==> src/rtl/ldvc_pkg.sv <==
// package: register map, field layout, reset values and timing for lock detect and vco cal
package ldvc_pkg;
	// register byte offsets
	localparam logic [7:0] OFS_REG_ZERO   = 8'h00;
	localparam logic [7:0] OFS_IND_CFG    = 8'h04;
	localparam logic [7:0] OFS_LOCK_DELAY = 8'h08;
	localparam logic [7:0] OFS_CAL_ASSIST = 8'h0c;
	localparam logic [7:0] OFS_STATUS     = 8'h10;
	localparam logic [7:0] OFS_AMP_RESULT = 8'h14;
	// register_zero fields
	localparam int BIT_PIN_FUNC  = 2;
	localparam int BIT_CAL_START = 3;
	localparam int BIT_MUTE      = 9;
	// ind_cfg fields
	localparam int BIT_IND_TYPE  = 0;
	localparam int LSB_CAL_DIV   = 4;
	localparam int CAL_DIV_W     = 3;
	localparam logic [2:0] CAL_DIV_MAX = 3'h5;
	// lock_delay field
	localparam int LOCK_DLY_W    = 16;
	localparam int DLY_CNT_W     = LOCK_DLY_W + 2;
	// cal_assist fields
	localparam int LSB_CORE      = 0;
	localparam int CORE_W        = 3;
	localparam int BIT_CORE_F    = 4;
	localparam int BIT_BAND_F    = 5;
	localparam int BIT_AMP_F     = 6;
	localparam int LSB_BAND      = 8;
	localparam int BAND_W        = 8;
	localparam int LSB_AMP       = 16;
	localparam int AMP_W         = 9;
	// status fields
	localparam int BIT_ST_BUSY   = 0;
	localparam int BIT_ST_DLY    = 1;
	localparam int BIT_ST_CALIND = 2;
	localparam int BIT_ST_TUNIND = 3;
	localparam int BIT_ST_REFOK  = 4;
	localparam int BIT_ST_LOCK   = 5;
	localparam int LSB_ST_CORE   = 8;
	localparam int LSB_ST_BAND   = 16;
	// reset values and core codes
	localparam logic       RST_PIN_FUNC = 1'b1;
	localparam logic [2:0] CORE_MAX     = 3'h7;
	localparam logic [2:0] CORE_MIN     = 3'h1;
	localparam logic [2:0] CORE_RSVD    = 3'h0;
	// reference watchdog: no reference edge for this long means reference lost
	localparam int CLK_PERIOD_PS = 5000;
	localparam int REF_LOSS_NS   = 1000;
	localparam int REF_LOSS_CYC  = (REF_LOSS_NS * 1000) / CLK_PERIOD_PS;
	localparam int REF_CNT_W     = 10;
	// calibration sequencer states
	typedef enum logic [1:0] {
		LDVC_ST_IDLE,
		LDVC_ST_BAND,
		LDVC_ST_AMP,
		LDVC_ST_DELAY
	} ldvc_state_t;
endpackage

==> src/rtl/ldvc_sm_clk_div.sv <==
// state machine clock enable: reference edges divided by two to the power of the divider field
`timescale 1ns/1ps
module ldvc_sm_clk_div (
	// clock and reset
	input  wire logic       i_clk_sys,
	input  wire logic       i_rstn,
	// reference edge and divider exponent
	input  wire logic       i_ref_rise,
	input  wire logic [2:0] i_div_exp,
	// one-cycle enable at state machine rate
	output logic            o_sm_en
);
	logic [4:0] cnt_ff;        // reference edges counted so far
	logic [4:0] nxt_cnt;
	logic [2:0] exp_clamped;   // values above five act as five
	logic [4:0] terminal;      // last count before the enable fires
	logic       at_end;

	assign exp_clamped = (i_div_exp > ldvc_pkg::CAL_DIV_MAX) ? ldvc_pkg::CAL_DIV_MAX : i_div_exp;
	assign terminal    = 5'((6'h01 << exp_clamped) - 6'h01);
	assign at_end      = (cnt_ff >= terminal);
	assign nxt_cnt     = at_end ? 5'h00 : 5'(cnt_ff + 5'h01);
	assign o_sm_en     = i_ref_rise & at_end; // RULE19

	// count reference edges; a divider change takes effect at once, since the terminal count is not registered
	always_ff @(posedge i_clk_sys or negedge i_rstn) begin
		if (!i_rstn) begin
			cnt_ff <= 5'h00;
		end else if (i_ref_rise) begin
			cnt_ff <= nxt_cnt; // RULE19
		end
	end
endmodule

==> src/rtl/ldvc_lock_cal_ctrl.sv <==
// lock detect indicator and oscillator band and amplitude calibration control
//
// Function
// RULE1: calibration-only indicator low during cal or delay
// RULE2: delay after cal is four times count
// RULE3: calibration-only indicator holds until valid restart
// RULE4: tuning indicator high: done, delay over, locked
// RULE5: tuning indicator freezes while reference is absent
// RULE6: host supervises reference presence independently
// RULE7: mute output while tuning indicator low
// RULE8: register_zero write with start runs band cal; the code ignores the write while the reference is lost
// RULE9: host provides reference before starting cal
// RULE10: every register_zero write runs amplitude cal; the code ignores the write while the reference is lost
// RULE11: band search picks band for target frequency
// RULE12: no assist: core seven, forces cleared
// RULE13: partial assist: host loads start core
// RULE14: full assist: forced values used directly
// RULE15: host picks at least minimum core
// RULE16: any valid start core still completes
// RULE17: pin function selects lock detect or readback
// RULE18: type select picks calibration-only or tuning
// RULE19: state machine clock is reference over power two
// RULE20: lock status passes two-stage synchroniser
// RULE21: core field three bits, zero reserved
//
// The Avalon-MM register port and the address map are this design's own decisions.
`timescale 1ns/1ps
module ldvc_lock_cal_ctrl #(
	parameter int SETTLE_SM = 4   // state machine cycles per comparator step
) (
	// clock and reset
	input  wire logic        i_clk_sys,
	input  wire logic        i_rstn,
	// avalon-mm slave
	input  wire logic [7:0]  i_avs_address,
	input  wire logic        i_avs_read,
	input  wire logic        i_avs_write,
	input  wire logic [31:0] i_avs_writedata,
	output logic [31:0]      o_avs_readdata,
	output logic             o_avs_waitrequest,
	// pins and analog monitors, all asynchronous
	input  wire logic        i_reference_in,
	input  wire logic        i_pd_clk,
	input  wire logic        i_vtune_locked,
	input  wire logic        i_freq_above,
	input  wire logic        i_amp_low,
	// readback serial data from the programming port, same clock
	input  wire logic        i_readback_data,
	// oscillator settings
	output logic [2:0]       o_core_select,
	output logic [7:0]       o_band_value,
	output logic [8:0]       o_amplitude_value,
	// status pin and mute
	output logic             o_status_out_pin,
	output logic             o_out_mute,
	output logic             o_cal_busy
);
	////////////////////////////////////////////////////////////////////////////////
	// elaboration check
	generate
		if (SETTLE_SM < 1 || SETTLE_SM > 255) begin : g_bad_settle
			$error("SETTLE_SM must be 1 to 255");
		end
	endgenerate

	// reserved core code falls back to the top core
	function automatic logic [2:0] core_fix(input logic [2:0] c);
		core_fix = (c == ldvc_pkg::CORE_RSVD) ? ldvc_pkg::CORE_MAX : c; // RULE21
	endfunction

	////////////////////////////////////////////////////////////////////////////////
	// pin synchronisers
	logic [2:0] ref_sync_ff;   // reference, third stage for edge detect
	logic [2:0] pd_sync_ff;    // phase detector clock
	logic [1:0] lock_sync_ff;  // tuning voltage lock monitor
	logic [1:0] fab_sync_ff;   // frequency comparator
	logic [1:0] amp_sync_ff;   // amplitude comparator
	logic       ref_rise;
	logic       pd_tick;

	// only stage one is read, by stage two; edges are taken from stages two and three
	always_ff @(posedge i_clk_sys or negedge i_rstn) begin
		if (!i_rstn) begin
			ref_sync_ff  <= 3'h0;
			pd_sync_ff   <= 3'h0;
			lock_sync_ff <= 2'h0;
			fab_sync_ff  <= 2'h0;
			amp_sync_ff  <= 2'h0;
		end else begin
			ref_sync_ff  <= {ref_sync_ff[1:0], i_reference_in};
			pd_sync_ff   <= {pd_sync_ff[1:0], i_pd_clk};
			lock_sync_ff <= {lock_sync_ff[0], i_vtune_locked}; // RULE20
			fab_sync_ff  <= {fab_sync_ff[0], i_freq_above};
			amp_sync_ff  <= {amp_sync_ff[0], i_amp_low};
		end
	end
	assign ref_rise = ref_sync_ff[1] & ~ref_sync_ff[2];
	assign pd_tick  = pd_sync_ff[1] & ~pd_sync_ff[2];

	////////////////////////////////////////////////////////////////////////////////
	// reference watchdog
	logic [ldvc_pkg::REF_CNT_W-1:0] ref_cnt_ff;   // cycles since last reference edge
	logic                           ref_valid_ff; // reference seen recently
	logic                           ref_timeout;

	assign ref_timeout = (ref_cnt_ff == ldvc_pkg::REF_CNT_W'(ldvc_pkg::REF_LOSS_CYC));

	// a stopped reference also stops the state machine enable, so this only flags it
	always_ff @(posedge i_clk_sys or negedge i_rstn) begin
		if (!i_rstn) begin
			ref_cnt_ff   <= '0;
			ref_valid_ff <= 1'b0;
		end else if (ref_rise) begin
			ref_cnt_ff   <= '0;
			ref_valid_ff <= 1'b1;
		end else if (ref_timeout) begin
			ref_valid_ff <= 1'b0;
		end else begin
			ref_cnt_ff   <= ref_cnt_ff + 1'b1;
		end
	end

	////////////////////////////////////////////////////////////////////////////////
	// state machine clock enable
	logic       sm_en;
	logic [2:0] cal_div_ff;

	ldvc_sm_clk_div u_sm_div (
		.i_clk_sys  (i_clk_sys),
		.i_rstn     (i_rstn),
		.i_ref_rise (ref_rise),
		.i_div_exp  (cal_div_ff),
		.o_sm_en    (sm_en)
	);

	////////////////////////////////////////////////////////////////////////////////
	// register bus slave: one wait cycle, then the request is taken
	logic        ack_ff;          // second cycle of a request
	logic [31:0] rdata_ff;
	logic        pin_func_ff;     // lock detect when set, readback when clear
	logic        mute_en_ff;
	logic        ind_type_ff;     // zero calibration-only, one tuning
	logic [15:0] lock_dly_ff;
	logic [2:0]  core_sel_ff;
	logic        core_f_ff;
	logic        band_f_ff;
	logic        amp_f_ff;
	logic [7:0]  band_val_ff;
	logic [8:0]  amp_val_ff;
	logic        req;
	logic        take_wr;
	logic        wr_r0;
	logic        start_band;      // band and amplitude calibration
	logic        start_amp;       // amplitude calibration only
	logic [31:0] rd_mux;
	logic [31:0] st_word;

	assign req               = i_avs_read | i_avs_write;
	assign o_avs_waitrequest = req & ~ack_ff;
	assign take_wr           = i_avs_write & ack_ff;
	assign wr_r0             = take_wr & (i_avs_address == ldvc_pkg::OFS_REG_ZERO);
	// a start with no reference is ignored so the held level stays honest
	assign start_band = wr_r0 & i_avs_writedata[ldvc_pkg::BIT_CAL_START] & ref_valid_ff; // RULE8
	assign start_amp  = wr_r0 & ref_valid_ff; // RULE10

	// acknowledge toggles so back-to-back requests each see one wait cycle
	always_ff @(posedge i_clk_sys or negedge i_rstn) begin
		if (!i_rstn) begin
			ack_ff   <= 1'b0;
			rdata_ff <= 32'h0000_0000;
		end else begin
			ack_ff   <= req & ~ack_ff;
			rdata_ff <= rd_mux;
		end
	end
	assign o_avs_readdata = rdata_ff;

	// writable configuration
	always_ff @(posedge i_clk_sys or negedge i_rstn) begin
		if (!i_rstn) begin
			pin_func_ff <= ldvc_pkg::RST_PIN_FUNC;
			mute_en_ff  <= 1'b0;
			ind_type_ff <= 1'b0;
			cal_div_ff  <= 3'h0;
			lock_dly_ff <= 16'h0000;
			core_sel_ff <= ldvc_pkg::CORE_MAX;
			core_f_ff   <= 1'b0;
			band_f_ff   <= 1'b0;
			amp_f_ff    <= 1'b0;
			band_val_ff <= 8'h00;
			amp_val_ff  <= 9'h000;
		end else if (take_wr) begin
			case (i_avs_address)
				ldvc_pkg::OFS_REG_ZERO: begin
					pin_func_ff <= i_avs_writedata[ldvc_pkg::BIT_PIN_FUNC];
					mute_en_ff  <= i_avs_writedata[ldvc_pkg::BIT_MUTE];
				end
				ldvc_pkg::OFS_IND_CFG: begin
					ind_type_ff <= i_avs_writedata[ldvc_pkg::BIT_IND_TYPE];
					cal_div_ff  <= i_avs_writedata[ldvc_pkg::LSB_CAL_DIV +: ldvc_pkg::CAL_DIV_W];
				end
				ldvc_pkg::OFS_LOCK_DELAY: begin
					lock_dly_ff <= i_avs_writedata[ldvc_pkg::LOCK_DLY_W-1:0];
				end
				ldvc_pkg::OFS_CAL_ASSIST: begin
					core_sel_ff <= i_avs_writedata[ldvc_pkg::LSB_CORE +: ldvc_pkg::CORE_W];
					core_f_ff   <= i_avs_writedata[ldvc_pkg::BIT_CORE_F];
					band_f_ff   <= i_avs_writedata[ldvc_pkg::BIT_BAND_F];
					amp_f_ff    <= i_avs_writedata[ldvc_pkg::BIT_AMP_F];
					band_val_ff <= i_avs_writedata[ldvc_pkg::LSB_BAND +: ldvc_pkg::BAND_W];
					amp_val_ff  <= i_avs_writedata[ldvc_pkg::LSB_AMP +: ldvc_pkg::AMP_W];
				end
				default: begin
					// unmapped or read-only: write ignored
				end
			endcase
		end
	end

	////////////////////////////////////////////////////////////////////////////////
	// calibration sequencer
	ldvc_pkg::ldvc_state_t         state_ff;
	logic [2:0]                    core_ff;     // core under trial or in use
	logic [7:0]                    band_ff;     // band register driven to the oscillator
	logic [8:0]                    amp_ff;      // amplitude register
	logic [3:0]                    bit_ff;      // successive approximation bit index
	logic [7:0]                    settle_ff;   // settle cycles left before judging
	logic                          band_run_ff; // this run was started with the start bit, band searched or forced
	logic [ldvc_pkg::DLY_CNT_W-1:0] dly_ff;     // phase detector cycles left
	logic                          settled;
	logic                          last_bit;
	logic                          band_stuck;  // band saturated, frequency out of core
	logic [7:0]                    band_keep;
	logic [8:0]                    amp_keep;
	logic [7:0]                    band_top;
	logic [8:0]                    amp_top;
	logic [ldvc_pkg::DLY_CNT_W-1:0] dly_load;
	logic [7:0]                    settle_load;

	assign settle_load = 8'(SETTLE_SM - 1);
	assign settled     = (settle_ff == 8'h00);
	assign last_bit    = (bit_ff == 4'h0);
	// comparator high keeps the trial bit: oscillator above target needs more capacitance
	assign band_keep   = fab_sync_ff[1] ? band_ff
	                   : (band_ff & ~(8'h01 << bit_ff[2:0])); // RULE11
	assign band_stuck  = (band_keep == 8'hff);
	assign band_top    = 8'h80;
	assign amp_keep    = amp_sync_ff[1] ? amp_ff : (amp_ff & ~(9'h001 << bit_ff));
	assign amp_top     = 9'h100;
	assign dly_load    = {lock_dly_ff, 2'b00}; // RULE2

	// a new start always wins over a run in progress
	always_ff @(posedge i_clk_sys or negedge i_rstn) begin
		if (!i_rstn) begin
			state_ff    <= ldvc_pkg::LDVC_ST_IDLE;
			core_ff     <= ldvc_pkg::CORE_MAX;
			band_ff     <= 8'h00;
			amp_ff      <= 9'h000;
			bit_ff      <= 4'h0;
			settle_ff   <= 8'h00;
			band_run_ff <= 1'b0;
			dly_ff      <= '0;
		end else if (start_amp) begin
			band_run_ff <= start_band;
			settle_ff   <= settle_load;
			if (start_band) begin
				core_ff <= core_fix(core_sel_ff); // RULE13
			end
			if (start_band && band_f_ff) begin
				band_ff <= band_val_ff; // RULE14
			end else if (start_band) begin
				band_ff <= band_top;
			end
			if (start_band && !band_f_ff) begin
				state_ff <= ldvc_pkg::LDVC_ST_BAND;
				bit_ff   <= 4'(ldvc_pkg::BAND_W - 1);
			end else if (amp_f_ff) begin
				// forced amplitude: nothing to search, go straight on
				amp_ff   <= amp_val_ff; // RULE14
				state_ff <= start_band ? ldvc_pkg::LDVC_ST_DELAY : ldvc_pkg::LDVC_ST_IDLE;
				dly_ff   <= dly_load;
			end else begin
				state_ff <= ldvc_pkg::LDVC_ST_AMP;
				amp_ff   <= amp_top;
				bit_ff   <= 4'(ldvc_pkg::AMP_W - 1);
			end
		end else begin
			case (state_ff)
				ldvc_pkg::LDVC_ST_IDLE: begin
					// hold settings
				end
				ldvc_pkg::LDVC_ST_BAND: begin
					if (sm_en && !settled) begin
						settle_ff <= settle_ff - 8'h01;
					end else if (sm_en && !last_bit) begin
						band_ff   <= band_keep | (8'h01 << (bit_ff[2:0] - 3'h1));
						bit_ff    <= bit_ff - 4'h1;
						settle_ff <= settle_load;
					end else if (sm_en && band_stuck && !core_f_ff
					             && core_ff > ldvc_pkg::CORE_MIN) begin
						// step down a core and search again; costs time, not correctness
						core_ff   <= core_ff - 3'h1; // RULE16
						band_ff   <= band_top;
						bit_ff    <= 4'(ldvc_pkg::BAND_W - 1);
						settle_ff <= settle_load;
					end else if (sm_en) begin
						band_ff   <= band_keep; // RULE11
						settle_ff <= settle_load;
						if (amp_f_ff) begin
							amp_ff   <= amp_val_ff;
							state_ff <= ldvc_pkg::LDVC_ST_DELAY;
							dly_ff   <= dly_load;
						end else begin
							amp_ff   <= amp_top;
							bit_ff   <= 4'(ldvc_pkg::AMP_W - 1);
							state_ff <= ldvc_pkg::LDVC_ST_AMP;
						end
					end
				end
				ldvc_pkg::LDVC_ST_AMP: begin
					if (sm_en && !settled) begin
						settle_ff <= settle_ff - 8'h01;
					end else if (sm_en && !last_bit) begin
						amp_ff    <= amp_keep | (9'h001 << (bit_ff - 4'h1));
						bit_ff    <= bit_ff - 4'h1;
						settle_ff <= settle_load;
					end else if (sm_en) begin
						amp_ff   <= amp_keep; // RULE10
						dly_ff   <= dly_load;
						state_ff <= band_run_ff ? ldvc_pkg::LDVC_ST_DELAY
						                        : ldvc_pkg::LDVC_ST_IDLE;
					end
				end
				ldvc_pkg::LDVC_ST_DELAY: begin
					if (dly_ff == '0) begin
						state_ff <= ldvc_pkg::LDVC_ST_IDLE;
					end else if (pd_tick) begin
						dly_ff <= dly_ff - 1'b1; // RULE2
					end
				end
				default: begin
					state_ff <= ldvc_pkg::LDVC_ST_IDLE;
				end
			endcase
		end
	end

	////////////////////////////////////////////////////////////////////////////////
	// indicators, status pin and mute
	logic busy;            // any search running
	logic dly_run;         // lock delay timer running
	logic cal_done_ff;     // band calibration and delay finished
	logic cal_ind_ff;      // calibration-only indicator
	logic tune_ind_ff;     // tuning-and-calibration indicator
	logic lock_sm_ff;      // lock status sampled at state machine rate
	logic pin_ff;
	logic mute_ff;
	logic ind_sel;

	assign busy    = (state_ff == ldvc_pkg::LDVC_ST_BAND) | (state_ff == ldvc_pkg::LDVC_ST_AMP);
	assign dly_run = (state_ff == ldvc_pkg::LDVC_ST_DELAY);
	assign ind_sel = ind_type_ff ? tune_ind_ff : cal_ind_ff; // RULE18

	// calibration-only level moves only on a valid start or at the end of the delay
	always_ff @(posedge i_clk_sys or negedge i_rstn) begin
		if (!i_rstn) begin
			cal_done_ff <= 1'b0;
			cal_ind_ff  <= 1'b0;
		end else if (start_band) begin
			cal_done_ff <= 1'b0;
			cal_ind_ff  <= 1'b0; // RULE1
		end else if (band_run_ff && dly_run && dly_ff == '0) begin
			cal_done_ff <= 1'b1;
			cal_ind_ff  <= 1'b1; // RULE3
		end
	end

	// tuning indicator clears on a band start, otherwise updates only on state machine edges while the reference is good
	always_ff @(posedge i_clk_sys or negedge i_rstn) begin
		if (!i_rstn) begin
			lock_sm_ff  <= 1'b0;
			tune_ind_ff <= 1'b0;
		end else if (start_band) begin
			tune_ind_ff <= 1'b0;
		end else if (sm_en && ref_valid_ff) begin
			lock_sm_ff  <= lock_sync_ff[1]; // RULE20
			tune_ind_ff <= cal_done_ff & ~busy & ~dly_run & lock_sm_ff; // RULE4 RULE5
		end
	end

	// pin and mute registered so they never glitch
	always_ff @(posedge i_clk_sys or negedge i_rstn) begin
		if (!i_rstn) begin
			pin_ff  <= 1'b0;
			mute_ff <= 1'b0;
		end else begin
			pin_ff  <= pin_func_ff ? ind_sel : i_readback_data; // RULE17
			mute_ff <= mute_en_ff & ~tune_ind_ff; // RULE7
		end
	end

	////////////////////////////////////////////////////////////////////////////////
	// read mux and outputs
	assign st_word = (32'(busy) << ldvc_pkg::BIT_ST_BUSY)
	               | (32'(dly_run) << ldvc_pkg::BIT_ST_DLY)
	               | (32'(cal_ind_ff) << ldvc_pkg::BIT_ST_CALIND)
	               | (32'(tune_ind_ff) << ldvc_pkg::BIT_ST_TUNIND)
	               | (32'(ref_valid_ff) << ldvc_pkg::BIT_ST_REFOK)
	               | (32'(lock_sm_ff) << ldvc_pkg::BIT_ST_LOCK)
	               | (32'(core_ff) << ldvc_pkg::LSB_ST_CORE)
	               | (32'(band_ff) << ldvc_pkg::LSB_ST_BAND);

	always_comb begin
		case (i_avs_address)
			ldvc_pkg::OFS_REG_ZERO:   rd_mux = (32'(pin_func_ff) << ldvc_pkg::BIT_PIN_FUNC)
			                                 | (32'(mute_en_ff) << ldvc_pkg::BIT_MUTE);
			ldvc_pkg::OFS_IND_CFG:    rd_mux = 32'(ind_type_ff)
			                                 | (32'(cal_div_ff) << ldvc_pkg::LSB_CAL_DIV);
			ldvc_pkg::OFS_LOCK_DELAY: rd_mux = 32'(lock_dly_ff);
			ldvc_pkg::OFS_CAL_ASSIST: rd_mux = 32'(core_sel_ff)
			                                 | (32'(core_f_ff) << ldvc_pkg::BIT_CORE_F)
			                                 | (32'(band_f_ff) << ldvc_pkg::BIT_BAND_F)
			                                 | (32'(amp_f_ff) << ldvc_pkg::BIT_AMP_F)
			                                 | (32'(band_val_ff) << ldvc_pkg::LSB_BAND)
			                                 | (32'(amp_val_ff) << ldvc_pkg::LSB_AMP);
			ldvc_pkg::OFS_STATUS:     rd_mux = st_word;
			ldvc_pkg::OFS_AMP_RESULT: rd_mux = 32'(amp_ff);
			default:                  rd_mux = 32'h0000_0000;
		endcase
	end

	assign o_core_select     = core_ff;
	assign o_band_value      = band_ff;
	assign o_amplitude_value = amp_ff;
	assign o_status_out_pin  = pin_ff;
	assign o_out_mute        = mute_ff;
	assign o_cal_busy        = busy | dly_run;
endmodule

==> config.mk <==
export PLATFORM = sky130hd
export DESIGN_NAME = ldvc_lock_cal_ctrl
export DESIGN_NICKNAME = d
export VERILOG_FILES = /design/src/rtl/ldvc_pkg.sv /design/src/rtl/ldvc_sm_clk_div.sv /design/src/rtl/ldvc_lock_cal_ctrl.sv
export SDC_FILE = /design/constraint.sdc
export NUM_CORES = 1
export LEC_CHECK = 0
export CORE_UTILIZATION = 30
export CTS_CLUSTER_DIAMETER = 200
export CTS_CLUSTER_SIZE = 20
export DETAILED_ROUTE_END_ITERATION = 12
export DONT_BUFFER_PORTS = 1
export MAX_ROUTING_LAYER = met4
export SYNTH_ARGS = -nofsm -noshare
export SYNTH_HDL_FRONTEND = slang
export SYNTH_HIERARCHICAL = 1
export SYNTH_SLANG_ARGS = --single-unit
==> constraint.sdc <==
create_clock -name i_clk_sys -period 3 [get_ports i_clk_sys]
set_input_delay 0.45 -clock i_clk_sys [delete_from_list [all_inputs] [get_ports i_clk_sys]]
set_output_delay 0.45 -clock i_clk_sys [all_outputs]
set_load 0.05 [all_outputs]
# Word-level counts from Yosys, hierarchy flattened
# Index checks and enable logic that the tools add are counted.
# totals
ff_bits	164
out_inout_bits	56
in_bits	50
wordCells	250
# classes
n_mux	87
shift	5
order_cmp	3
n_reduce_logical	39
n_addsub	8
n_eq_ne	31
bitwise_logic	43
# ops
op	count
two-way mux 18 bit	12
case mux 32 bit (6 select lines)	1
two-way mux 8 bit	16
two-way mux 9 bit	11
case mux 18 bit (3 select lines)	1
two-way mux 4 bit	9
inequality test 3 bit (second input constant)	10
two-way mux 2 bit	13
OR 16 x 25 -> 25 bit	1
two-way mux 3 bit	8
OR 11 x 24 -> 24 bit	1
two-way mux 10 bit	2
logical NOT 18 bit	1
case mux 9 bit (2 select lines)	1
<< shifter 1 x 4 -> 9 bit (first input constant)	2
subtractor 18 x 1 -> 18 bit (second input constant)	1
== test 8 x 4 -> 1 bit (second input constant)	2
== test 8 x 5 -> 1 bit (second input constant)	2
logical NOT 8 bit	2
OR 7 x 16 -> 16 bit	1
case mux 8 bit (2 select lines)	1
<< shifter 1 x 3 -> 8 bit (first input constant)	2
AND 1 bit	13
OR 5 x 6 -> 6 bit	2
56 further kinds	101

# Longest topological paths before layout
# Gate-level depths: netlist (run 1).
# logic_depth
ltp_word	14
ltp_mapped	15

# Cells and area by module
# The synthesis (run 1) kept the hierarchy.
# modules_own_cells
mod	cells_each	area_per_inst_um2	instances
ldvc_lock_cal_ctrl	719	7579.8	1
ldvc_sm_clk_div	42	377.9	1

# Worst setup path before layout (run 1)
# OpenSTA, ideal clock, no wires.
# synth_path
path_type	register to register
from	reg cal_div_ff[1]
to	reg state_ff[0]
slack_ns	-0.283
stages_incl_launch_ff	14
t_arrival_ns	3.158
n_path_buf	1
required_ns	2.875
setup_ns	0.125
period_less_slack_ns	3.283
path_cell_list	dfrtp_1 > or3_1 > ha_1 > nand2b_1 > a31oi_1 > o21ai_2 > and2_1 > clkbuf_1 > inv_1 > a2111o_1 > nor3_1 > o21a_2 > o21bai_1 > mux2_2
# synth_via
elab_chain_cells	11
word_cells_on_any_way	19
# synth_lines
item	line	text
start, declared	ldvc_lock_cal_ctrl.sv:126	logic [2:0] cal_div_ff;
start signal, assigned	ldvc_lock_cal_ctrl.sv:200	cal_div_ff <= i_avs_writedata[ldvc_pkg::LSB_CAL_DIV +: ldvc_pkg::CAL_DIV_W];
> comparator 3 bit	ldvc_sm_clk_div.sv:19	assign exp_clamped = (i_div_exp > ldvc_pkg::CAL_DIV_MAX) ? ldvc_pkg::CAL_DIV_MAX : i_div_exp;
two-way mux 3 bit (*)	ldvc_sm_clk_div.sv:19	
<< shifter 1 x 3 -> 5 bit (*)	ldvc_sm_clk_div.sv:20	assign terminal = 5'((6'h01 << exp_clamped) - 6'h01);
subtractor 5 x 1 -> 5 bit (*)	ldvc_sm_clk_div.sv:20	
greater-or-equal comparator 5 bit (*)	ldvc_sm_clk_div.sv:21	assign at_end = (cnt_ff >= terminal);
AND 1 bit (*)	ldvc_sm_clk_div.sv:23	assign o_sm_en = i_ref_rise & at_end;
net sm_en	ldvc_lock_cal_ctrl.sv:125	logic sm_en;
logical AND 1 bit (2 in series)	ldvc_lock_cal_ctrl.sv:299	end else if (sm_en && band_stuck && !core_f_ff
logical AND 1 bit	ldvc_lock_cal_ctrl.sv:300	&& core_ff > ldvc_pkg::CORE_MIN) begin
inequality test 3 bit (no source line)	n/a	
AND reduction 9 bit (no source line) (*)	n/a	
end signal, assigned	ldvc_lock_cal_ctrl.sv:311	state_ff <= ldvc_pkg::LDVC_ST_DELAY;
end signal, assigned	ldvc_lock_cal_ctrl.sv:316	state_ff <= ldvc_pkg::LDVC_ST_AMP;
end signal, assigned	ldvc_lock_cal_ctrl.sv:330	state_ff <= band_run_ff ? ldvc_pkg::LDVC_ST_DELAY
end, declared	ldvc_lock_cal_ctrl.sv:222	ldvc_pkg::ldvc_state_t state_ff;
# The timed path passes the listed nets; every way through them passes the cells marked *.
# A chain may end at the register's enable or synchronous reset.

# Worst setup path after layout (run 1)
# Same ends and word-level chain as after synthesis.

==> summary.md, run 1 <==
| Metric | Value |
|---|---|
| First-pass detailed-route iteration total | 6 |
| Worst VDD drop | ~0.34 mV |
| Number of flops mapped to enable cells by yosys | 0 |
| Final setup violation count | 1 |
| Clock insertion delay at the later pin of the skew report | approximately 0.43 ns |
| Synth area leaders | sky130_fd_sc_hd__dfrtp_1 (47%), sky130_fd_sc_hd__mux2_2 (7.9%), sky130_fd_sc_hd__ha_1 (3.6%) |
| Final clock skew | approximately 0.015 ns |
| Cell chain of the critical path | or3_1 -> ha_1 -> nand2b_1 -> a31oi_1 -> o21ai_2 -> and2_4 -> inv_2 -> a2111o_1 -> nor3_4 -> o21a_4 -> o21bai_4 -> mux2_4 |
| Area share of the largest cell type after synthesis | 0.4717 |
| Violated checks | negative hold slack, negative setup slack |
| Unrepaired setup endpoints after global routing | true |
| Total Die Area | 27,180 µm² |
| Total Wirelength | approximately 23,000 µm |
| Post-synthesis cell type with the largest combined area | sky130_fd_sc_hd__dfrtp_1 |
| Critical Path RT | 3.31 ns |
| Cell at the slowest stage of the critical path | sky130_fd_sc_hd__dfrtp_1 |
| Static Leak | approximately 4.2 nW |
| Initial antenna violation count | 0 |
| Cell Pwr Density | about 750 nW/µm² |
| Number of buffer and inverter instances along the worst setup path | 1 |
| Yosys reg bits | between 150 and 200 |
| Vias in the first global route | ~6,000 |
| Leading cell types in the layout, fill and taps excluded | sky130_fd_sc_hd__dfrtp_1 (150), sky130_fd_sc_hd__nor2_1 (60), sky130_fd_sc_hd__mux2_2 (55) |
| Post-synthesis sequential area ratio | 0.4948 |
| Slew Limit Fails | 0 |
| Area of the placeable core | ~26,000 µm² |
| Ports placed on the boundary | roughly 110 |
| Number of buffers on the longest clock path | 2 |
| CTS clk-pin slew, worst paths | approximately 0.06 ns |
| Inserted Clock Buffers | 17 |
| CTS H-tree lvls | 4 |
| Count of buffers from port buffering | 0 |
| Setup CP Type | reg2reg |
| Combinational cell fraction of total power | 0.338 |
| Number of clock sinks | ~160 |
| Antenna Nets Post-Route | 0 |
| Reg-to-reg endpoint | state_ff[0] |
| Final nets | slightly below 900 |
| Fraction of synthesis flops using an asynchronous set or reset pin | 1.000 |
| Width of the chip | 164.9 µm |
| Fraction of final layout cells sized beyond drive strength 1 | 0.2280 |
| Sw Pwr | 2.616 mW |
| Final Hold Violating Endpoints | between 150 and 200 |
| Initial core utilization | 0.3054 |
| Number of inserted filler cells in the final layout | roughly 2,500 |
| Max-cap violations | 0 |
| Max Clock Freq | between 300 and 400 MHz |
| Wirelength per Cell | about 20 µm |
| Cell class contributing the biggest share of worst-path delay | compound AO/OA/AOI/OAI gates |
| Total negative setup slack | -0.01725 ns |
| Clock network power share | 0.287 |
| DR iter-0 viols | 546 |
| Site Rows | about 60 |
| Area growth syn-to-layout | 17.00% |
| Gr usage total | 0.1762 |
| Type of the worst min-delay path | in2async |
| Int Pwr | roughly 4.3 mW |
| Minimum clock period | approximately 3 ns |
| Final critical-path share of the clock period | 1.006 |
| Synthesis warning total | 6 |
| Post-detailed-route via-to-cell ratio | 5.435 |
| Count of cell types in the netlist | 70 |
| Reg2Reg Depth | 12 |
| Commonest non-fill, non-tap cell in the layout | sky130_fd_sc_hd__dfrtp_1 |
| Switching power as a share of total power | 0.3760 |
| Max_slew headroom | 0.3750 |
| Pin count of the biggest net entering global routing | between 150 and 200 |
| Sequential share of power | 0.375 |
| Root buffer selected by CTS | sky130_fd_sc_hd__clkbuf_16 |
| Worst-path maximum fanout | 6 |
| Largest stage delay on the critical path | between 0.3 and 0.4 ns |
| Hold_ws | -0.2639 ns |
| Hpwl dp | 15,920 µm |
| Wire length of the first global-routing pass | 35,000 µm |
| Gate count after technology mapping | 761 |
| Transition time at the pin with the least slew margin | about 0.93 ns |
| Die extent in y | around 160 µm |
| Clock tree from TritonCTS | done |
| Mean area per synthesized cell | between 10 and 15 µm² |
| Final WS setup | -0.01725 ns |
| End-of-flow core utilization | 0.3573 |
| Result of the run | finished with violations |
| Worst Setup End Kind | register |
| Post-synthesis instance area | between 7000 and 8000 µm² |
| Pre-CTS setup slack | -0.03350 ns |
| N_diodes | 0 |
| Launch point of the worst reg-to-reg path | cal_div_ff[1] |
| Worst reg2reg setup slack | -0.02 ns |
| DRC violation count after routing | 0 |
| Via count of the routed design | 6,207 |
| Remaining global-route overflow | 0 |
| Top FF cell, synth | sky130_fd_sc_hd__dfrtp_1 |
| Crit start category | register |
| Final weighted congestion in routability-driven placement | slightly below 0.9 |
| Critical path data arrival time | around 3.3 ns |
cell usage after synthesis (11+ instances only):
cell type and instances:
sky130_fd_sc_hd__nor2_1 63, sky130_fd_sc_hd__a222oi_1 11, sky130_fd_sc_hd__clkbuf_1 26, sky130_fd_sc_hd__o21ai_0 27, sky130_fd_sc_hd__a22o_1 16, sky130_fd_sc_hd__mux2_2 56, sky130_fd_sc_hd__nand2_1 51, sky130_fd_sc_hd__dfrtp_1 150
sky130_fd_sc_hd__a21oi_1 39, sky130_fd_sc_hd__nor3_1 19, sky130_fd_sc_hd__xor2_1 11, sky130_fd_sc_hd__nor4_1 11, sky130_fd_sc_hd__inv_1 27, sky130_fd_sc_hd__ha_1 23, sky130_fd_sc_hd__a22oi_1 18, sky130_fd_sc_hd__nand3_1 23
worst max path at each step:
| stage | slack (ns) | startpoint | cells past startpoint | endpoint |
|---|---|---|---|---|
| floorplan | 0.007 | cal_div_ff[1] | 13 | state_ff[0] |
| global placement | -0.05 | cal_div_ff[1] | 13 | bit_ff[3] |
| detailed placement | -0.03 | cal_div_ff[1] | 13 | bit_ff[3] |
| CTS | 0.01 | cal_div_ff[1] | 12 | state_ff[0] |
| global route | -0.13 | cal_div_ff[1] | 12 | state_ff[0] |
| finish | -0.02 | cal_div_ff[1] | 12 | state_ff[0] |
what timing repair did:
item	CTS	global route
buffers inserted	0	1
pin swaps	1	12
cloned	1	1
setup endpoints to repair	19	43
resized for setup	3	31
endpoints found under the hold margin	157	157
area by class of cell:
cell class	count	area, µm²	area share
tap	335	419.2	0.04502
multi-input combinational	539	3864	0.4150
clock inverter	11	87.58	0.009407
clock buffer	19	442.9	0.04757
inverter	27	101.3	0.01089
sequential	157	3938	0.4229
timing repair buffer	54	457.9	0.04919
logic make-up after synthesis:
kind of cell / Yosys count / share of synthesized area
AO/OA/AOI/OAI: 200 / 0.1802
other: 1 / 0.0004712
adder cells (fa/ha/maj): 23 / 0.03616
buffers and inverters: 72 / 0.04135
multiplexers: 58 / 0.08176
AND/OR/NAND/NOR: 229 / 0.1421
XOR/XNOR: 21 / 0.02311
flip-flops: 157 / 0.4948
power groups by stage:
stage	clock (mW)	sequential [mW]	combinational, mW
2_1_floorplan	0	2.56	1.56
3_5_place_dp	0	2.63	2.15
5_1_grt	2.13	2.64	2.56
3_3_place_gp	0	2.63	2.12
6_report	2.00	2.61	2.35
4_1_cts	2.05	2.60	2.17
metrics by stage:
step                hold slack [ns]  power, mW  area (µm²)  cells
global route                -0.2899      7.327        9310   1142
floorplan                    0.1544      4.120        8004    767
CTS                         -0.2882      6.808        9144   1140
detailed placement           0.1677      4.781        8605   1109
global placement             0.1675      4.749        8605   1109
finish                      -0.2639      6.956        9310   1142
flip-flops by register name, summed over array words and instances (netlist names), 2 cells and up:
register and cells:
cal_div_ff 3, ref_cnt_ff 10, o_band_value 8, core_sel_ff 3, lock_sync_ff 2, fab_sync_ff 2
amp_val_ff 9, o_amplitude_value 9, amp_sync_ff 2, bit_ff 4, o_core_select 3, u_sm_div/cnt_ff 5
ref_sync_ff 3, pd_sync_ff 3, settle_ff 8, o_avs_readdata 25, lock_dly_ff 16, dly_ff 18
band_val_ff 8, state_ff 2
worst reg2reg max path, stage by stage (launching register included):
cell	delay (ns)
sky130_fd_sc_hd__dfrtp_1	0.37
sky130_fd_sc_hd__or3_1	0.37
sky130_fd_sc_hd__ha_1	0.29
sky130_fd_sc_hd__nand2b_1	0.10
sky130_fd_sc_hd__a31oi_1	0.09
sky130_fd_sc_hd__o21ai_2	0.17
sky130_fd_sc_hd__and2_4	0.19
sky130_fd_sc_hd__inv_2	0.05
sky130_fd_sc_hd__a2111o_1	0.37
sky130_fd_sc_hd__nor3_4	0.21
sky130_fd_sc_hd__o21a_4	0.23
sky130_fd_sc_hd__o21bai_4	0.16
sky130_fd_sc_hd__mux2_4	0.31
per-layer routing:
layer | GRT usage | vias up | wire length (µm)
li1 | - | 2865 | -
met1 | 0.2191 | 3125 | 9762
met2 | 0.2739 | 193 | 10850
met3 | 0.05575 | 24 | 1667
met4 | 0.05004 | 0 | 335
met5 | - | - | 0
(Power assumes the default switching activity.)
==> run 2: changes to the inputs <==
ABC_AREA = 1   (was default)
==> run 2 against run 1 <==
Net effect:
- the flow finishes with violations (negative hold slack)
- via count grew 25%
- clock-buffer cell count grew 1
- register-to-register slack gained 0.28 ns
- area after synthesis grew 11%
- critical path depth grew 3
- flip-flop and latch count is the same
- maximum frequency grew 10%
==> summary.md, run 2 <==
| Metric | Value |
|---|---|
| Area of the placeable core | 28,860 µm² (was 26,060 µm²) |
| Gate count after technology mapping | 1,164 (was 761) |
| Fraction of synthesis flops using an asynchronous set or reset pin | 1.000 (unchanged) |
| Final nets | 1,248 (was 869) |
| Wirelength per Cell | 16.33 µm (was 19.80 µm) |
| Total Wirelength | 25,670 µm (was 22,610 µm) |
| Source of the critical timing path | cal_div_ff[2] (was cal_div_ff[1]) |
| CTS clk-pin slew, worst paths | 0.06 ns (about the same) |
| CTS H-tree lvls | 4 (unchanged) |
| Cell chain of the critical path | nor2_1 -> nand2_1 -> ha_1 -> inv_1 -> nand2_1 -> nand2_1 -> a31oi_1 -> inv_1 -> nor2_2 -> buf_4 -> inv_1 -> nand3_1 -> nand3_1 -> buf_4 -> o21ai_0 (was or3_1 -> ha_1 -> nand2b_1 -> a31oi_1 -> o21ai_2 -> and2_4 -> inv_2 -> a2111o_1 -> nor3_4 -> o21a_4 -> o21bai_4 -> mux2_4) |
| Commonest non-fill, non-tap cell in the layout | sky130_fd_sc_hd__nand2_1 (was sky130_fd_sc_hd__dfrtp_1) |
| Area growth syn-to-layout | 12.81% (was 17.00%) |
| Ports placed on the boundary | 106 (unchanged) |
| Top-count cell post-synth | sky130_fd_sc_hd__nand2_1 (was sky130_fd_sc_hd__dfrtp_1) |
| Final clock skew | 0.01202 ns (was 0.01486 ns) |
| Area share of the largest cell type after synthesis | 0.4247 (was 0.4717) |
| Post-synthesis cell type with the largest combined area | sky130_fd_sc_hd__dfrtp_1 (unchanged) |
| Post-synthesis instance area | 8838 µm² (was 7958 µm²) |
| Wire length of the first global-routing pass | 41,330 µm (was 35,000 µm) |
| Final setup violation count | 0 (was 1) |
| Sequential standard cell area | 3938 µm² (unchanged) |
| Total area of multi-input combinational cells | 4227 µm² (was 3864 µm²) |
| Violated checks | negative hold slack (was negative hold slack, negative setup slack) |
| Initial core utilization | 0.3063 (was 0.3054) |
| Number of flip-flops under the largest register name | 25 (unchanged) |
| Fraction of final layout cells sized beyond drive strength 1 | 0.09596 (was 0.2280) |
| Final critical-path share of the clock period | 0.9117 (was 1.006) |
| Clock insertion delay at the later pin of the skew report | 0.44 ns (was 0.43 ns) |
| Max Clock Freq | 365.6 MHz (was 331.4 MHz) |
| DRC violation count after routing | 0 (unchanged) |
| Commonest cells post-synth | sky130_fd_sc_hd__nand2_1 (367), sky130_fd_sc_hd__dfrtp_1 (150), sky130_fd_sc_hd__inv_1 (126), sky130_fd_sc_hd__nor2_1 (104), sky130_fd_sc_hd__o21ai_0 (82) (was sky130_fd_sc_hd__dfrtp_1 (150), sky130_fd_sc_hd__nor2_1 (63), sky130_fd_sc_hd__mux2_2 (56), sky130_fd_sc_hd__nand2_1 (51), sky130_fd_sc_hd__a21oi_1 (39)) |
| Critical Path RT | 3.34 ns (was 3.31 ns) |
| Final Hold Violating Endpoints | 150 (was 151) |
| Clock tree from TritonCTS | done (unchanged) |
| Root buffer selected by CTS | sky130_fd_sc_hd__clkbuf_16 (unchanged) |
| Pin count of the biggest net entering global routing | 158 (unchanged) |
| Count of cell types in the netlist | 52 (was 70) |
| Placement-stage cell area | 9318 µm² (was 8605 µm²) |
| Minimum clock period | 2.735 ns (was 3.017 ns) |
| Vias in the first global route | 7,431 (was 6,020) |
| Site Rows | 62 (was 59) |
| N_diodes | 0 (unchanged) |
| Number of buffers on the longest clock path | 2 (unchanged) |
| Worst-path maximum fanout | 14 (was 6) |
| Top FF cell, synth | sky130_fd_sc_hd__dfrtp_1 (unchanged) |
| Initial antenna violation count | 0 (unchanged) |
| Worst Setup End Kind | register (unchanged) |
| Post-route design area | 9971 µm² (was 9310 µm²) |
| Launch point of the worst reg-to-reg path | cal_div_ff[2] (was cal_div_ff[1]) |
| Post-synthesis sequential area ratio | 0.4455 (was 0.4948) |
| Worst VDD drop | 0.4193 mV (was 0.3436 mV) |
| Transition time at the pin with the least slew margin | 0.9302 ns (was 0.9308 ns) |
| Synth area leaders | sky130_fd_sc_hd__dfrtp_1 (42%), sky130_fd_sc_hd__nand2_1 (16%), sky130_fd_sc_hd__inv_1 (5.4%) (was sky130_fd_sc_hd__dfrtp_1 (47%), sky130_fd_sc_hd__mux2_2 (7.9%), sky130_fd_sc_hd__ha_1 (3.6%)) |
| Largest stage delay on the critical path | 0.43 ns (was 0.37 ns) |
| Number of buffer and inverter instances along the worst setup path | 5 (was 1) |
| Crit start category | register (unchanged) |
| Number of inserted filler cells in the final layout | 3,033 (was 2,544) |
| Final weighted congestion in routability-driven placement | 0.8619 (was 0.8761) |
| Type of the worst min-delay path | in2async (unchanged) |
| Reg2Reg Depth | 15 (was 12) |
| Yosys reg bits | 157 (unchanged) |
| Inserted Clock Buffers | 17 (unchanged) |
| Total Die Area | 30,150 µm² (was 27,180 µm²) |
| Die extent in y | 173.6 µm (was 164.9 µm) |
| Via count of the routed design | 7,744 (was 6,207) |
| Count of buffers from port buffering | 0 (unchanged) |
| Width of the chip | 173.6 µm (was 164.9 µm) |
| Post-detailed-route via-to-cell ratio | 4.926 (was 5.435) |
| Result of the run | finished with violations (unchanged) |
| Slew Limit Fails | 0 (unchanged) |
| Number of clock sinks | 157 (unchanged) |
| Max-cap violations | 0 (unchanged) |
| Unrepaired setup endpoints after global routing | false (was true) |
| DR iter-0 viols | 579 (was 546) |
| Critical path data arrival time | 3.08 ns (was 3.33 ns) |
| Static Leak | 4.872 nW (was 4.211 nW) |
| Total negative setup slack | 0 ns (was -0.01725 ns) |
| Cell class contributing the biggest share of worst-path delay | simple AND/OR/NAND/NOR gates (was compound AO/OA/AOI/OAI gates) |
| Cell at the slowest stage of the critical path | sky130_fd_sc_hd__dfrtp_1 (unchanged) |
| Hold_ws | -0.2707 ns (was -0.2639 ns) |
| Hpwl dp | 18,540 µm (was 15,920 µm) |
| Leading cell types in the layout, fill and taps excluded | sky130_fd_sc_hd__nand2_1 (367), sky130_fd_sc_hd__dfrtp_1 (150), sky130_fd_sc_hd__inv_1 (126) (was sky130_fd_sc_hd__dfrtp_1 (150), sky130_fd_sc_hd__nor2_1 (60), sky130_fd_sc_hd__mux2_2 (55)) |
| Mean area per synthesized cell | 7.593 µm² (was 10.46 µm²) |
| Number of flops mapped to enable cells by yosys | 0 (unchanged) |
| Synthesis warning total | 6 (unchanged) |
| Setup CP Type | reg2reg (unchanged) |
| Gr usage total | 0.1805 (was 0.1762) |
| Cell Pwr Density | 838.8 nW/µm² (was 747.1 nW/µm²) |
| Number of stages on the worst setup path | 15 (was 12) |
| Remaining global-route overflow | 0 (unchanged) |
| Antenna Nets Post-Route | 0 (unchanged) |
| Max_slew headroom | 0.3775 (was 0.3750) |
| First-pass detailed-route iteration total | 5 (was 6) |
## run 2: cell types whose count changed in the layout (fill, tap and decap cells not counted), sizes merged, moves of 11 or more
| cell | delta |
|---|---|
| inv | +104 |
| nor3 | -11 |
| a222oi | -11 |
| nand2 | +323 |
| mux2 | -47 |
| o21ai | +68 |
| nor2 | +48 |
| nand3 | +56 |
| nand4 | +14 |
| buf | -29 |
| a22o | -15 |
| a22oi | -14 |
## run 2: final timing paths
check | slack [ns] | to
max reg2reg | 0.26 | settle_ff[7]
max in group asynchronous | 2.89 | core_sel_ff[2]
min | -0.27 | o_out_mute
max | 0.26 | settle_ff[7]
min reg2reg | 0.35 | ref_sync_ff[1]
min in group i_clk_sys | 0.04 | pd_sync_ff[0]
## run 2: layout make-up
type,count,share of cell area
Tap cell,384,0.04819
Inverter,136,0.05132
Multi-Input combinational cell,839,0.4239
Clock buffer,20,0.04480
Clock inverter,12,0.01631
Timing Repair Buffer,24,0.02058
Sequential cell,157,0.3949
## run 2: logic make-up (layout without fill, tap and decap cells)
logic type,count (synthesis),count (layout),share of synthesized area
and+or+nand+nor,599,599,0.2898
AOI/OAI and AO/OA,184,184,0.1196
buffers and inverters,174,192,0.08253
DFF,157,157,0.4455
adders and majority gates,23,23,0.03256
xor gates and xnor gates,14,14,0.01472
muxes,12,12,0.01486
other,1,7,0.0004243
## run 2: worst register-to-register path, cell delays in order (launching register included)
cell                      delay, ns
sky130_fd_sc_hd__dfrtp_1       0.43
sky130_fd_sc_hd__nor2_1        0.17
sky130_fd_sc_hd__nand2_1       0.08
sky130_fd_sc_hd__ha_1          0.27
sky130_fd_sc_hd__inv_1         0.03
sky130_fd_sc_hd__nand2_1       0.05
sky130_fd_sc_hd__nand2_1       0.07
sky130_fd_sc_hd__a31oi_1       0.22
sky130_fd_sc_hd__inv_1         0.22
sky130_fd_sc_hd__nor2_2        0.23
sky130_fd_sc_hd__buf_4         0.15
sky130_fd_sc_hd__inv_1         0.10
sky130_fd_sc_hd__nand3_1       0.13
sky130_fd_sc_hd__nand3_1       0.11
sky130_fd_sc_hd__buf_4         0.20
sky130_fd_sc_hd__o21ai_0       0.18
## run 2: power by group
| part | switching, mW | internal, mW | total, mW |
|---|---|---|---|
| registers | 0.572 | 2.38 | 2.95 |
| clock network | 0.926 | 1.34 | 2.27 |
| logic | 2.09 | 1.06 | 3.14 |
| total | 3.58 | 4.78 | 8.36 |
## run 2: routing by layer
layer | global-route usage | up-vias | wire (µm)
met3 | 0.03684 | 47 | 1345
met4 | 0.06689 | 0 | 692
met5 | - | - | 0
li1 | - | 3771 | -
met1 | 0.2353 | 3700 | 11810
met2 | 0.2761 | 226 | 11820
## run 2: metrics by stage
step           std cells  hold slack (ns)  utilization  power, mW  worst slack [ns]
2_1_floorplan       1170           0.1544            -      5.308            0.5287
3_3_place_gp        1539           0.1681       0.3229      6.008            0.2861
3_5_place_dp        1539           0.1735       0.3229      6.060            0.1833
4_1_cts             1571          -0.2895       0.3440      8.342            0.1782
5_1_grt             1572          -0.2945       0.3455      8.994          0.007746
6_report            1572          -0.2707       0.3455      8.364            0.2650
## run 2: what timing repair did
action / in CTS / in global routing
resized for setup: 0 / 5
setup buffers: 0 / 1
setup endpoints to repair: 0 / 37
endpoints found under the hold margin: 157 / 157
==> run 3: changes to the inputs <==
CORE_ASPECT_RATIO = 1.5   (was default)
==> run 3 against run 2 <==
Net effect:
- the flow still finishes with violations (negative hold slack)
- worst setup slack improved by 0.037 ns
- critical endpoint is now dly_ff[3]
- via count fell by 1.2%
- largest power group unchanged
- flip-flop and latch count stayed put
- routed wire length up 2.1%
==> summary.md, run 3 (synthesized netlist as in run 2, its figures left out) <==
| Metric | Value |
|---|---|
| Area growth syn-to-layout | 12.13% (was 12.81%) |
| Critical path data arrival time | 3.03 ns (was 3.08 ns) |
| Remaining global-route overflow | 0 (unchanged) |
| Static Leak | 4.852 nW (was 4.872 nW) |
| Violated checks | negative hold slack (unchanged) |
| DR iter-0 viols | 492 (was 579) |
| Sequential share of power | 0.358 (was 0.353) |
| Sw Pwr | 3.672 mW (was 3.584 mW) |
| Root buffer selected by CTS | sky130_fd_sc_hd__clkbuf_16 (unchanged) |
| Setup CP Type | reg2reg (unchanged) |
| Area of the placeable core | 28,810 µm² (was 28,860 µm²) |
| Initial antenna violation count | 1 (was 0) |
| First-pass detailed-route iteration total | 8 (was 5) |
| Inserted Clock Buffers | 17 (unchanged) |
| DRC violation count after routing | 0 (unchanged) |
| Site Rows | 76 (was 62) |
| Wire length of the first global-routing pass | 41,520 µm (was 41,330 µm) |
| Width of the chip | 142.1 µm (was 173.6 µm) |
| Clock network power share | 0.255 (was 0.271) |
| Wirelength per Cell | 16.58 µm (was 16.33 µm) |
| # Post-CTS Setup Buffers | 0 (unchanged) |
| Via count of the routed design | 7,654 (was 7,744) |
| Final clock skew | 0.01099 ns (was 0.01202 ns) |
| Post-detailed-route via-to-cell ratio | 4.844 (was 4.926) |
| Final nets | 1,248 (unchanged) |
| Number of flip-flops under the largest register name | 25 (unchanged) |
| Combinational cell fraction of total power | 0.388 (was 0.376) |
| Post-route design area | 9911 µm² (was 9971 µm²) |
| Initial core utilization | 0.3068 (was 0.3063) |
| Hpwl dp | 19,400 µm (was 18,540 µm) |
| Final setup violation count | 0 (unchanged) |
| Type of the worst min-delay path | in2async (unchanged) |
| Final critical-path share of the clock period | 0.8993 (was 0.9117) |
| Total negative setup slack | 0 ns (unchanged) |
| Highest routed metal layer | met4 (unchanged) |
| Total area of multi-input combinational cells | 4219 µm² (was 4227 µm²) |
| Number of buffers on the longest clock path | 2 (unchanged) |
| Vias in the first global route | 7,557 (was 7,431) |
| Max Clock Freq | 370.7 MHz (was 365.6 MHz) |
| Unrepaired setup endpoints after global routing | false (unchanged) |
| Fraction of final layout cells sized beyond drive strength 1 | 0.09848 (was 0.09596) |
| Die extent in y | 212.2 µm (was 173.6 µm) |
| Crit start category | register (unchanged) |
| Int Pwr | 4.540 mW (was 4.780 mW) |
| Result of the run | finished with violations (unchanged) |
| Antenna Nets Post-Route | 0 (unchanged) |
| Ports placed on the boundary | 106 (unchanged) |
| Gr usage total | 0.1881 (was 0.1805) |
| Clock tree from TritonCTS | done (unchanged) |
| Minimum clock period | 2.698 ns (was 2.735 ns) |
| Sequential standard cell area | 3938 µm² (unchanged) |
| Placement-stage cell area | 9313 µm² (was 9318 µm²) |
| Final weighted congestion in routability-driven placement | 0.8894 (was 0.8619) |
| Worst VDD drop | 0.4610 mV (was 0.4193 mV) |
| Pin count of the biggest net entering global routing | 158 (unchanged) |
| Total Die Area | 30,170 µm² (was 30,150 µm²) |
| Detailed-routing wirelength on met1 | 10,610 µm (was 11,810 µm) |
| CTS clk-pin slew, worst paths | 0.07 ns (was 0.06 ns) |
| Leading cell types in the layout, fill and taps excluded | sky130_fd_sc_hd__nand2_1 (366), sky130_fd_sc_hd__dfrtp_1 (150), sky130_fd_sc_hd__inv_1 (125) (was sky130_fd_sc_hd__nand2_1 (367), sky130_fd_sc_hd__dfrtp_1 (150), sky130_fd_sc_hd__inv_1 (126)) |
| Transition time at the pin with the least slew margin | 0.9302 ns (about the same) |
| Met3 wire len | 1317 µm (was 1345 µm) |
| Switching power as a share of total power | 0.4472 (was 0.4285) |
| Number of inserted filler cells in the final layout | 3,036 (was 3,033) |
| Met2 Routed Length | 13,410 µm (was 11,820 µm) |
| Slew Limit Fails | 0 (unchanged) |
| Max_slew headroom | 0.3776 (was 0.3775) |
| Final Hold Violating Endpoints | 157 (was 150) |
| Worst-path maximum fanout | 18 (was 14) |
| CTS H-tree lvls | 4 (unchanged) |
| Number of clock sinks | 157 (unchanged) |
| Total Wirelength | 26,200 µm (was 25,670 µm) |
| Clock insertion delay at the later pin of the skew report | 0.45 ns (was 0.44 ns) |
| Commonest non-fill, non-tap cell in the layout | sky130_fd_sc_hd__nand2_1 (unchanged) |
| Cell Pwr Density | 828.6 nW/µm² (was 838.8 nW/µm²) |
| Max-cap violations | 0 (unchanged) |
| Worst Setup End Kind | register (unchanged) |
| Critical Path RT | 3.33 ns (was 3.34 ns) |
| Hold_ws | -0.3016 ns (was -0.2707 ns) |
| Count of buffers from port buffering | 0 (unchanged) |
run 3: repair_timing:
action                     CTS  global route
hold endpoints to repair   157           158
setup endpoints to repair    0            34
resized for setup            0             5
run 3: area by class of cell:
class	count	area share
Multi-Input combinational cell	839	0.4257
Clock inverter	12	0.01010
Clock buffer	20	0.04709
Sequential cell	157	0.3973
Timing Repair Buffer	24	0.01843
Antenna cell	2	0.0005050
Inverter	136	0.05163
Tap cell	390	0.04924
run 3: power by group through the flow:
stage | sequential (mW) | combinational, mW | clock, mW
3_5_place_dp | 2.97 | 3.16 | 0
2_1_floorplan | 2.86 | 2.45 | 0
6_report | 2.94 | 3.18 | 2.09
4_1_cts | 2.94 | 3.18 | 2.16
5_1_grt | 2.98 | 3.64 | 2.24
3_3_place_gp | 2.97 | 3.13 | 0
run 3: metrics by stage:
| stage | hold WS (ns) | setup WS, ns | power [mW] | cells | util |
|---|---|---|---|---|---|
| after floorplan | 0.1544 | 0.5287 | 5.308 | 1170 | - |
| after global placement | 0.1596 | 0.1984 | 6.100 | 1545 | 0.3232 |
| after detailed placement | 0.1582 | 0.1670 | 6.134 | 1545 | 0.3232 |
| after CTS | -0.3259 | 0.1519 | 8.269 | 1577 | 0.3429 |
| after global routing | -0.3247 | 0.04065 | 8.858 | 1579 | 0.3439 |
| final | -0.3016 | 0.3022 | 8.212 | 1580 | 0.3440 |
run 3: routing by layer:
| layer | track usage | up-vias |
|---|---|---|
| li1 | - | 3776 |
| met4 | 0.08491 | 0 |
| met5 | - | - |
| met1 | 0.2111 | 3644 |
| met2 | 0.3200 | 191 |
| met3 | 0.03896 | 43 |
run 3: critical path, cell delays in order, from the launching register on:
cell,delay [ns]
sky130_fd_sc_hd__dfrtp_1,0.43
sky130_fd_sc_hd__nor2_1,0.15
sky130_fd_sc_hd__nand2_1,0.07
sky130_fd_sc_hd__ha_1,0.27
sky130_fd_sc_hd__inv_1,0.04
sky130_fd_sc_hd__nand2_1,0.05
sky130_fd_sc_hd__nand2_1,0.09
sky130_fd_sc_hd__a31oi_2,0.21
sky130_fd_sc_hd__inv_2,0.11
sky130_fd_sc_hd__nor2_1,0.12
sky130_fd_sc_hd__nand2_1,0.06
sky130_fd_sc_hd__nor2_1,0.21
sky130_fd_sc_hd__nand4_2,0.22
sky130_fd_sc_hd__nand2_2,0.16
sky130_fd_sc_hd__nor2_4,0.04
sky130_fd_sc_hd__buf_4,0.20
sky130_fd_sc_hd__nand2_1,0.09
sky130_fd_sc_hd__nand2_1,0.05
run 3: final timing paths:
kind	cells after the start	startpoint	slack, ns	to
min in group i_clk_sys	0	i_pd_clk	0.03	pd_sync_ff[0]
worst min register to register	0	fab_sync_ff[0]	0.35	fab_sync_ff[1]
worst max-delay path	17	cal_div_ff[2]	0.30	dly_ff[3]
worst max register to register	17	cal_div_ff[2]	0.30	dly_ff[3]
worst min-delay path	0	i_rstn	-0.30	o_avs_readdata[23]
max in group asynchronous	0	i_rstn	3.04	pin_func_ff
